<file path="src/hdl/switch_ctrl_map.vh">
// switch_ctrl_map.vh: offsets, field positions, reset values, timing counts
// assumes a 20 MHz aclk; included by the switch_ctrl module and the test bench
//
// Functional notes
// - watchdog: enable high too long turns off
// - enable rising edge restarts watchdog count
// - enable falling edge clears fault flags; a live shutdown cause keeps its flag set
// - pulses over 20 us may start turnoff
// - watchdog only in watchdog variant
// - enable and diag low: standby delay
// - still low after delay: enter standby
// - standby: no diagnostics, lowest power
// - diagnostic state: diagnostics, switch off
// - active: switch on, diagnostics switchable
// - protective shutdown enters fault state
// - leave fault: clear, latch low, retry done
// - after fault, switch follows enable
// - ground loss forces switch off
// - reverse current changes nothing
// - fault pin: shutdown always, open load sel 00
// - open load tracked; cleared on edges
`ifndef SWITCH_CTRL_MAP_VH
`define SWITCH_CTRL_MAP_VH

// ---------------------------------------------------------------
// register offsets (byte addresses)
// ---------------------------------------------------------------
`define REG_CTRL 4'h0
`define REG_STATUS 4'h4
`define REG_WD_TIMEOUT 4'h8
`define REG_STBY_DELAY 4'hc
`define REG_RETRY 4'h0 + 4'h0

// ctrl fields
`define CTRL_WD_VARIANT 0
`define CTRL_RST 32'h0000_0001

// ---------------------------------------------------------------
// time base: 1 us tick from the 50 ns clock
// ---------------------------------------------------------------
`define CLK_NS 50
`define TICK_NS 1000
`define TICK_CYCLES (`TICK_NS / `CLK_NS)
// last divider count, TICK_CYCLES - 1 at the divider's width
`define TICK_LAST 5'h13
// timeouts in microseconds (register reset values)
`define WD_TIMEOUT_US 32'h0000_03e8
`define STBY_DELAY_US 32'h0000_03e8
`define RETRY_US 32'h0000_03e8

// state codes, one-hot
`define ST_STBY_DLY 6'h01
`define ST_STBY 6'h02
`define ST_DIAG 6'h04
`define ST_ACTIVE 6'h08
`define ST_FAULT 6'h10
`define ST_GNDLOSS 6'h20

`endif

</file>
<file path="src/hdl/sync2.v">
// sync2.v: two flip-flop synchroniser for a bundle of pin levels
// assumes aclk domain; inputs asynchronous
`timescale 1ns/1ns
module sync2 #(
  parameter W = 1
)(
  // clock and reset
  input wire aclk,
  input wire aresetn,
  // levels
  input wire [W-1:0] d,
  output reg [W-1:0] q
);
  reg [W-1:0] meta_q; // first stage, read only by q

  // ---------------------------------------------------------------
  // two stage capture
  // ---------------------------------------------------------------
  always @(posedge aclk)
  begin
    if (!aresetn)
    begin
      meta_q <= {W{1'b0}};
      q <= {W{1'b0}};
    end
    else
    begin
      meta_q <= d;
      q <= meta_q;
    end
  end
endmodule // sync2

</file>
<file path="src/hdl/us_timer.v">
// us_timer.v: down counter of microsecond ticks, done when it reaches zero
// assumes a tick enable from the shared time base
`timescale 1ns/1ns
module us_timer (
  // clock and reset
  input wire aclk,
  input wire aresetn,
  // control
  input wire tick,
  input wire load,
  input wire [31:0] value,
  // status
  output wire done
);
  reg [31:0] cnt_q; // remaining microseconds

  // ---------------------------------------------------------------
  // load wins over counting so a restart is never lost
  // ---------------------------------------------------------------
  always @(posedge aclk)
  begin
    // start full so no timer reads as expired right after reset
    if (!aresetn)
      cnt_q <= value;
    else if (load)
      cnt_q <= value;
    else if (tick && cnt_q != 32'h0000_0000)
      cnt_q <= cnt_q - 32'h0000_0001;
  end

  assign done = (cnt_q == 32'h0000_0000);
endmodule // us_timer

</file>
<file path="src/hdl/switch_ctrl.v">
// switch_ctrl.v: enable watchdog and functional state machine of a
// high-side switch, with an axi4-lite register slave
// assumes pins arrive asynchronous to aclk; analog sensing gives levels
`timescale 1ns/1ns
`include "switch_ctrl_map.vh"
module switch_ctrl (
  // clock and reset
  input wire aclk,
  input wire aresetn,
  // axi4-lite write address
  input wire [3:0] s_axi_awaddr,
  input wire s_axi_awvalid,
  output wire s_axi_awready,
  // axi4-lite write data
  input wire [31:0] s_axi_wdata,
  input wire [3:0] s_axi_wstrb,
  input wire s_axi_wvalid,
  output wire s_axi_wready,
  // axi4-lite write response
  output reg [1:0] s_axi_bresp,
  output reg s_axi_bvalid,
  input wire s_axi_bready,
  // axi4-lite read address
  input wire [3:0] s_axi_araddr,
  input wire s_axi_arvalid,
  output wire s_axi_arready,
  // axi4-lite read data
  output reg [31:0] s_axi_rdata,
  output reg [1:0] s_axi_rresp,
  output reg s_axi_rvalid,
  input wire s_axi_rready,
  // host pins
  input wire enable_in,
  input wire diag_request,
  input wire latch_sel,
  input wire [1:0] sense_select,
  // analog sensing levels
  input wire thermal_sd,
  input wire current_limit,
  input wire energy_limit,
  input wire active_ilim,
  input wire open_load_det,
  input wire gnd_lost,
  input wire reverse_current,
  // outputs
  output reg switch_on,
  output reg diag_active,
  output reg low_power,
  output wire fault_flag_n_o,
  output wire fault_flag_n_oe,
  output reg sense_fault_level
);
  // ---------------------------------------------------------------
  // synchronise pins
  // ---------------------------------------------------------------
  wire [10:0] pins_s; // synchronised pin levels
  sync2 #(.W(11)) u_sync (
    .aclk(aclk),
    .aresetn(aresetn),
    .d({enable_in, diag_request, latch_sel, thermal_sd, current_limit,
        energy_limit, active_ilim, open_load_det, gnd_lost,
        sense_select}),
    .q(pins_s)
  );
  wire en_s = pins_s[10];
  wire diag_s = pins_s[9];
  wire latch_s = pins_s[8];
  wire prot_s = pins_s[7] | pins_s[6] | pins_s[5]; // shutdown causes
  wire ilim_s = pins_s[4];
  wire ol_s = pins_s[3];
  wire gnd_s = pins_s[2];
  wire [1:0] sel_s = pins_s[1:0];
  // reverse current is deliberately ignored: no logic reads it
  wire unused_rev = reverse_current;

  // ---------------------------------------------------------------
  // registers
  // ---------------------------------------------------------------
  reg [31:0] ctrl_q; // bit 0 selects the watchdog variant
  reg [31:0] wd_to_q; // watchdog timeout, microseconds
  reg [31:0] stby_q; // standby delay, microseconds
  reg [31:0] retry_q; // retry interval, microseconds
  reg en_d1_q; // previous enable level for edge detect
  reg diag_d1_q; // previous diag level
  reg [5:0] state_q; // one-hot state
  reg [5:0] state_d;
  reg wd_trip_q; // watchdog turned the switch off
  reg ol_flag_q; // open-load / short-to-battery indication
  reg shut_flag_q; // switch shutdown indication
  reg [4:0] tick_cnt_q; // time base divider
  reg tick_q; // one-cycle microsecond enable

  wire en_rise = en_s & ~en_d1_q;
  wire en_fall = ~en_s & en_d1_q;
  wire diag_fall = ~diag_s & diag_d1_q;
  wire wd_on = ctrl_q[`CTRL_WD_VARIANT];

  // ---------------------------------------------------------------
  // free-running microsecond time base
  // ---------------------------------------------------------------
  always @(posedge aclk)
  begin
    if (!aresetn)
    begin
      tick_cnt_q <= 5'h00;
      tick_q <= 1'b0;
    end
    else if (tick_cnt_q == `TICK_LAST)
    begin
      tick_cnt_q <= 5'h00;
      tick_q <= 1'b1;
    end
    else
    begin
      tick_cnt_q <= tick_cnt_q + 5'h01;
      tick_q <= 1'b0;
    end
  end

  // ---------------------------------------------------------------
  // timers: watchdog, standby delay, retry
  // ---------------------------------------------------------------
  wire wd_done;
  wire stby_done;
  wire retry_done;
  // restart on every enable rising edge, hold loaded while low
  us_timer u_wd (
    .aclk(aclk),
    .aresetn(aresetn),
    .tick(tick_q),
    .load(en_rise | ~en_s),
    .value(wd_to_q),
    .done(wd_done)
  );
  // loaded while not in standby delay
  us_timer u_stby (
    .aclk(aclk),
    .aresetn(aresetn),
    .tick(tick_q),
    .load(state_q != `ST_STBY_DLY),
    .value(stby_q),
    .done(stby_done)
  );
  // loaded while the shutdown cause persists or outside fault
  us_timer u_retry (
    .aclk(aclk),
    .aresetn(aresetn),
    .tick(tick_q),
    .load(state_q != `ST_FAULT || prot_s),
    .value(retry_q),
    .done(retry_done)
  );

  // ---------------------------------------------------------------
  // watchdog trip: only in the watchdog variant
  // ---------------------------------------------------------------
  always @(posedge aclk)
  begin
    if (!aresetn)
      wd_trip_q <= 1'b0;
    else if (!wd_on)
      wd_trip_q <= 1'b0;
    else if (en_s && wd_done)
      wd_trip_q <= 1'b1;
    else if (en_rise || !en_s)
      wd_trip_q <= 1'b0;
  end

  // ---------------------------------------------------------------
  // fault indications; shutdown set wins over clear, open-load clear wins over set
  // ---------------------------------------------------------------
  always @(posedge aclk)
  begin
    if (!aresetn)
    begin
      en_d1_q <= 1'b0;
      diag_d1_q <= 1'b0;
      ol_flag_q <= 1'b0;
      shut_flag_q <= 1'b0;
    end
    else
    begin
      en_d1_q <= en_s;
      diag_d1_q <= diag_s;
      // edges clear first: tracking would re-latch the level while
      // the switch has not yet closed after an enable rise
      if (diag_fall || en_rise || en_fall)
        ol_flag_q <= 1'b0;
      // open load only seen with switch off and diagnostics on
      else if (!switch_on && diag_s && state_q != `ST_FAULT)
        ol_flag_q <= ol_s;
      if (prot_s)
        shut_flag_q <= 1'b1;
      else if (en_fall)
        shut_flag_q <= 1'b0;
      else if (state_q != `ST_FAULT)
        shut_flag_q <= 1'b0;
    end
  end

  // ---------------------------------------------------------------
  // functional state machine
  // ---------------------------------------------------------------
  always @*
  begin
    state_d = state_q;
    if (gnd_s)
      state_d = `ST_GNDLOSS;
    else if (prot_s && state_q != `ST_GNDLOSS)
      state_d = `ST_FAULT;
    else
    begin
      case (state_q)
        `ST_FAULT:
          // every cause gone, not latched, retry elapsed
          if (!latch_s && retry_done)
            state_d = en_s ? `ST_ACTIVE : `ST_STBY_DLY;
        `ST_GNDLOSS:
          state_d = `ST_STBY_DLY; // ground back, resume
        `ST_STBY_DLY:
          if (en_s)
            state_d = `ST_ACTIVE;
          else if (diag_s)
            state_d = `ST_DIAG;
          else if (stby_done)
            state_d = `ST_STBY;
        `ST_STBY, `ST_DIAG, `ST_ACTIVE:
          if (en_s)
            state_d = `ST_ACTIVE;
          else if (diag_s)
            state_d = `ST_DIAG;
          else if (state_q != `ST_STBY)
            state_d = `ST_STBY_DLY;
        default:
          state_d = `ST_STBY_DLY;
      endcase
    end
  end

  always @(posedge aclk)
  begin
    if (!aresetn)
      state_q <= `ST_STBY_DLY;
    else
      state_q <= state_d;
  end

  // ---------------------------------------------------------------
  // outputs from state
  // ---------------------------------------------------------------
  always @(posedge aclk)
  begin
    if (!aresetn)
    begin
      switch_on <= 1'b0;
      diag_active <= 1'b0;
      low_power <= 1'b0;
      sense_fault_level <= 1'b0;
    end
    else
    begin
      // on only in active and not tripped
      switch_on <= (state_d == `ST_ACTIVE) && !wd_trip_q && !prot_s;
      // diag may toggle within active
      diag_active <= diag_s && state_d != `ST_STBY;
      low_power <= (state_d == `ST_STBY);
      // sense mux shows the fault level only with select 00
      sense_fault_level <= diag_s && sel_s == 2'b00 &&
        (shut_flag_q || ilim_s || ol_flag_q);
    end
  end

  // open drain pin: shutdown any select, open load only at 00
  wire pin_fault = shut_flag_q || ilim_s ||
    (ol_flag_q && sel_s == 2'b00);
  assign fault_flag_n_o = 1'b0;
  assign fault_flag_n_oe = pin_fault;

  // ---------------------------------------------------------------
  // axi4-lite slave
  // ---------------------------------------------------------------
  reg aw_hold_q; // write address taken
  reg w_hold_q; // write data taken
  reg [3:0] awaddr_q;
  reg [31:0] wdata_q;
  reg [3:0] wstrb_q;

  assign s_axi_awready = !aw_hold_q && !s_axi_bvalid;
  assign s_axi_wready = !w_hold_q && !s_axi_bvalid;
  assign s_axi_arready = !s_axi_rvalid;

  // byte-lane merge used by all writable registers
  function [31:0] merge;
    input [31:0] old;
    input [31:0] nw;
    input [3:0] strb;
    integer i;
    begin
      merge = old;
      for (i = 0; i < 4; i = i + 1)
        if (strb[i])
          merge[i*8 +: 8] = nw[i*8 +: 8];
    end
  endfunction

  wire do_write = aw_hold_q && w_hold_q;

  // write channel: address and data in either order
  always @(posedge aclk)
  begin
    if (!aresetn)
    begin
      aw_hold_q <= 1'b0;
      w_hold_q <= 1'b0;
      awaddr_q <= 4'h0;
      wdata_q <= 32'h0000_0000;
      wstrb_q <= 4'h0;
      s_axi_bvalid <= 1'b0;
      s_axi_bresp <= 2'b00;
      ctrl_q <= `CTRL_RST;
      wd_to_q <= `WD_TIMEOUT_US;
      stby_q <= `STBY_DELAY_US;
      retry_q <= `RETRY_US;
    end
    else
    begin
      if (s_axi_awvalid && s_axi_awready)
      begin
        aw_hold_q <= 1'b1;
        awaddr_q <= s_axi_awaddr;
      end
      if (s_axi_wvalid && s_axi_wready)
      begin
        w_hold_q <= 1'b1;
        wdata_q <= s_axi_wdata;
        wstrb_q <= s_axi_wstrb;
      end
      if (do_write)
      begin
        aw_hold_q <= 1'b0;
        w_hold_q <= 1'b0;
        s_axi_bvalid <= 1'b1;
        s_axi_bresp <= 2'b00;
        case (awaddr_q[3:2])
          2'h0: ctrl_q <= merge(ctrl_q, wdata_q, wstrb_q) & 32'h1;
          2'h2: wd_to_q <= merge(wd_to_q, wdata_q, wstrb_q);
          2'h3: stby_q <= merge(stby_q, wdata_q, wstrb_q);
          default: s_axi_bresp <= 2'b10; // status is read only
        endcase
      end
      else if (s_axi_bvalid && s_axi_bready)
        s_axi_bvalid <= 1'b0;
    end
  end

  // read channel, one cycle answer
  always @(posedge aclk)
  begin
    if (!aresetn)
    begin
      s_axi_rvalid <= 1'b0;
      s_axi_rdata <= 32'h0000_0000;
      s_axi_rresp <= 2'b00;
    end
    else if (s_axi_arvalid && s_axi_arready)
    begin
      s_axi_rvalid <= 1'b1;
      s_axi_rresp <= 2'b00;
      case (s_axi_araddr[3:2])
        2'h0: s_axi_rdata <= ctrl_q;
        2'h1: s_axi_rdata <= {16'h0000, 2'b00, state_q, 3'b000,
          wd_trip_q, ol_flag_q, shut_flag_q, switch_on, en_s};
        2'h2: s_axi_rdata <= wd_to_q;
        default: s_axi_rdata <= stby_q;
      endcase
    end
    else if (s_axi_rvalid && s_axi_rready)
      s_axi_rvalid <= 1'b0;
  end
endmodule // switch_ctrl

</file>
<file path="config.mk">
export PLATFORM = sky130hd
export DESIGN_NAME = switch_ctrl
export DESIGN_NICKNAME = d
export VERILOG_FILES = /design/src/hdl/sync2.v /design/src/hdl/us_timer.v /design/src/hdl/switch_ctrl.v
export VERILOG_INCLUDE_DIRS = /design/src /design/src/hdl
export SDC_FILE = /design/constraint.sdc
export NUM_CORES = 1
export LEC_CHECK = 0
export BUFFER_PORTS_ARGS = -buffer_cell sky130_fd_sc_hd__clkbuf_2
export CELL_PAD_IN_SITES_DETAIL_PLACEMENT = 1
export CELL_PAD_IN_SITES_GLOBAL_PLACEMENT = 1
export CORE_AREA = 2 2 164 166
export CTS_CLUSTER_DIAMETER = 30
export DETAILED_ROUTE_END_ITERATION = 10
export DIE_AREA = 0 0 166 168
export GPL_ROUTABILITY_DRIVEN = 0
export GPL_TIMING_DRIVEN = 0
export MAX_ROUTING_LAYER = met4
export PLACE_DENSITY_LB_ADDON = 0.1
export SETUP_SLACK_MARGIN = 0.2
export SYNTH_ARGS = -nofsm -noshare
export SYNTH_HDL_FRONTEND = slang
export SYNTH_SLANG_ARGS = --single-unit
</file>
<file path="constraint.sdc">
create_clock -name aclk -period 4.6 [get_ports aclk]
set_clock_uncertainty 0.15 [all_clocks]
set_input_delay 0.23 -clock aclk [delete_from_list [all_inputs] [get_ports aclk]]
set_output_delay 0.23 -clock aclk [all_outputs]
set_load 0.03 [all_outputs]
</file>
==> flow_summary.toml <==
[logic_synthesis]
netlist_instances = 1373
ys_ff_latch = 279
syn_area_per_cell_sq_um = 9.14
yosysWarningCount = 0
async_flop_share_pct = 0
syn_area_sq_mm = 0.0126
ys.flop_type = "dfxtp_1"
yosysSeqAreaShare_pct = 52.1
synthDistinctLibCells = 57
synth-edff-count = 96

[place]
dp_hpwl_mm = 27.4
port_buffers = 99
dp_cells = 1816
postPlaceCellArea_sq_mm = 0.0135

[setup_path]
critical_path_class = "register to register"
cp.required_ns = 4.57
end_kind = "register"
crit_path_cell_trace = "inv_1 > ha_1 > or4b_1 > buf_2 > nor3_4 > nand3_1 > or4_1 > a21o_1"
r2r_slack_ns = 0.88
critPathArrivalTime_ns = 3.69
cp_slowest_cell = "a21o_1"
ff2ff_path_depth = 8
critical_path.max_stage_delay_ns = 0.67
critPathLaunchType = "register"
crit_fanout = 32
rr_endpoint = "u_wd.cnt_q[25]"
reg2reg_from = "u_wd.cnt_q[0]"

[job]
drv_cap = 0

[sta]
worst_pin_slew_ns = 1.26
finalSetupViolCount = 0
rsz0062_at_grt = "false"
fin_crit_ns = 3.72
fin_crit_sh_pct = 80.9
finalHoldViolCount = 0
fmax_ghz = 0.269
drv_slew = 0
finalSetupTns_ns = 0
slew_headroom_pct = 16.0

[die]
die_x_microns = 166
io_pins = 110
die-area_sq_mm = 0.0279
core_sq_mm = 0.0264
initial_utilization_pct = 47.6
row_count = 60
fp.dieH_microns = 168

[route]
antenna_left = 0
drtIter0Drc = 769
wirelength_met1_mm = 18.5
wire_per_inst_microns = 21.7
vias = 11500
drt-total-wl_mm = 43.2
dr_wl_met3_mm = 2.29
routed.top_layer = "met4"
wl_met2_mm = 20.8
viasPerCell = 5.79
firstDrtPassIters = 5
drc_errors = 0

[layout]
fillCellCount = 2910
final_area_sq_mm = 0.0163
fin_cells = 1988
syn_to_final_growth_pct = 29.6
layout-drive-gt1-share_pct = 15.6
layout.nets = 1662

[grt]
grt_overflow = 0
track_usage_pct = 31.7
antenna_found_initial = 1
grt_pass1_vias = 12300
grt_max_degree = 33
grt_pass1_wl_mm = 68.4

[run_status]
status = "complete, no violations"

[hold_path]
min_from = "s_axi_arvalid"
min_to = "s_axi_rdata[12]"
whs_path_depth = 4
hold_class = "input port to register"

[clock_tree]
cts.sinks = 279
cts_max_level = 2
root_buffer = "clkbuf_16"
clockBufferDepth = 3
cts_tree = "yes"
post_cts_resized = 0
cts.reportedPaths.clkPinSlew_ns = 0.05
clock_latency_ns = 0.60
cts_made_buffers = 61

[pwr]
p_leak_nw = 6.13
p_total_mw = 8.04
peakVddDrop_mv = 0.321
power_density_mw_per_mm2 = 494
==> synth_stat cells (12+ instances only) <==
library cell,count,area [sq um]
and2_1,28,175
xnor2_1,30,263
or3_1,13,81.3
nor3_1,34,170
inv_1,12,45.0
nand4_1,18,113
nand3_1,101,505
dfxtp_1,183,3660
xor2_1,45,394
nand2_1,243,912
o21ai_0,57,285
mux2_2,31,349
nor2_1,111,417
a22oi_1,22,165
clkbuf_1,79,297
nor4_1,22,138
a21oi_1,105,526
or4_1,17,128
edfxtp_1,96,2880
==> layout by cell type (no fill, tap or decap), drive strengths merged, types with 5 or more instances in the layout <==
cell type,count
o21ai,57
a221oi,10
o211ai,5
nor4,26
inv,16
nand4b,6
xor2,45
bufinv,9
a31oi,8
nand4,18
clkbuf,264
mux2i,6
or3,14
dfxtp,183
o31ai,7
dlygate4sd3,55
xnor2,30
nor3,36
clkinv,14
nor2,111
edfxtp,96
nand3,102
nand2,243
buf,9
and3,10
or4,17
ha,6
a21oi,105
and2,28
nand2b,9
mux2,31
a22oi,22
==> worst max-delay path, delay by kind of cell (launching register included) <==
| kind | cells | cell delay, ns |
|---|---|---|
| AO/OA/AOI/OAI | 1 | 0.67 |
| flip-flops | 1 | 0.43 |
| AND/OR/NAND/NOR | 4 | 1.51 |
| adder cells (fa/ha/maj) | 1 | 0.20 |
| buffers and inverters | 2 | 0.28 |
==> final cells by class <==
| cell class | count | area, sq um | share of cell area, % |
|---|---|---|---|
| diodes | 1 | 2.50 | 0.0154 |
| clock buffers | 86 | 1770 | 10.9 |
| well taps | 341 | 427 | 2.62 |
| multi-input cells | 996 | 5630 | 34.6 |
| repair buffers | 154 | 1050 | 6.43 |
| inverters | 13 | 48.8 | 0.300 |
| clock inverters | 30 | 450 | 2.77 |
| flip-flops and latches | 279 | 6550 | 40.2 |
| plain buffers | 88 | 349 | 2.15 |
==> report_power, final <==
part	switching, mW	leakage [nW]	internal [mW]	total [mW]
sequential	0.115	2.56	2.68	2.80
combinational	0.384	2.49	0.210	0.594
clock	1.46	1.08	3.19	4.65
total	1.96	6.13	6.08	8.04
==> cells by family (layout without fill, tap and decap cells) <==
kind of cell | count (synthesis) | after routing | share of synthesized area (%)
AO/OA/AOI/OAI | 231 | 231 | 10.7
XOR/XNOR | 75 | 75 | 5.23
adder cells (fa/ha/maj) | 6 | 6 | 0.598
buffers and inverters | 101 | 371 | 3.17
flip-flops | 279 | 279 | 52.1
multiplexers | 38 | 38 | 3.44
other | 1 | 5 | 0.0299
AND/OR/NAND/NOR | 642 | 642 | 24.7
==> worst max path at each step <==
stage                     slack, ns           from  depth (start not counted)                to
after floorplan                1.55  u_wd.cnt_q[0]                          8     u_wd.cnt_q[0]
after global placement         0.76        aresetn                          6  u_stby.cnt_q[26]
after detailed placement       0.71        aresetn                          6  u_stby.cnt_q[28]
after CTS                      0.71     state_q[3]                          6  u_stby.cnt_q[26]
after global routing           0.68  u_wd.cnt_q[0]                          8    u_wd.cnt_q[25]
final                          0.88  u_wd.cnt_q[0]                          8    u_wd.cnt_q[25]
==> per-stage QoR <==
step	setup slack (ns)	utilization [%]	hold WS, ns
after floorplan	1.55	-	0.180
after global placement	0.757	51.2	0.265
after detailed placement	0.710	51.2	0.276
after CTS	0.714	61.7	0.0446
after global routing	0.682	61.8	0.0757
final	0.879	61.8	0.0511
==> routing by layer <==
layer / vias to the layer above / global-route usage [%]
li1: 5333 / -
met1: 5692 / 39.4
met2: 366 / 52.3
met3: 113 / 4.80
met4: 0 / 12.9
met5: - / -
==> registers in the layout, indices dropped and copies added (netlist names), 4 cells and up <==
register and flops:
s_axi_rdata 32, state_q 6, stby_q 32, tick_cnt_q 5, u_retry.cnt_q 32, u_stby.cnt_q 32
u_sync.meta_q 11, u_sync.q 11, u_wd.cnt_q 32, wd_to_q 32, wdata_q 32, wstrb_q 4
==> repair_timing <==
item / in CTS / in global routing
hold endpoints to repair: 52 / 0
buffers inserted: 0 / 0
hold buffers: 55 / 0
Power figures use the tool's default switching activity.
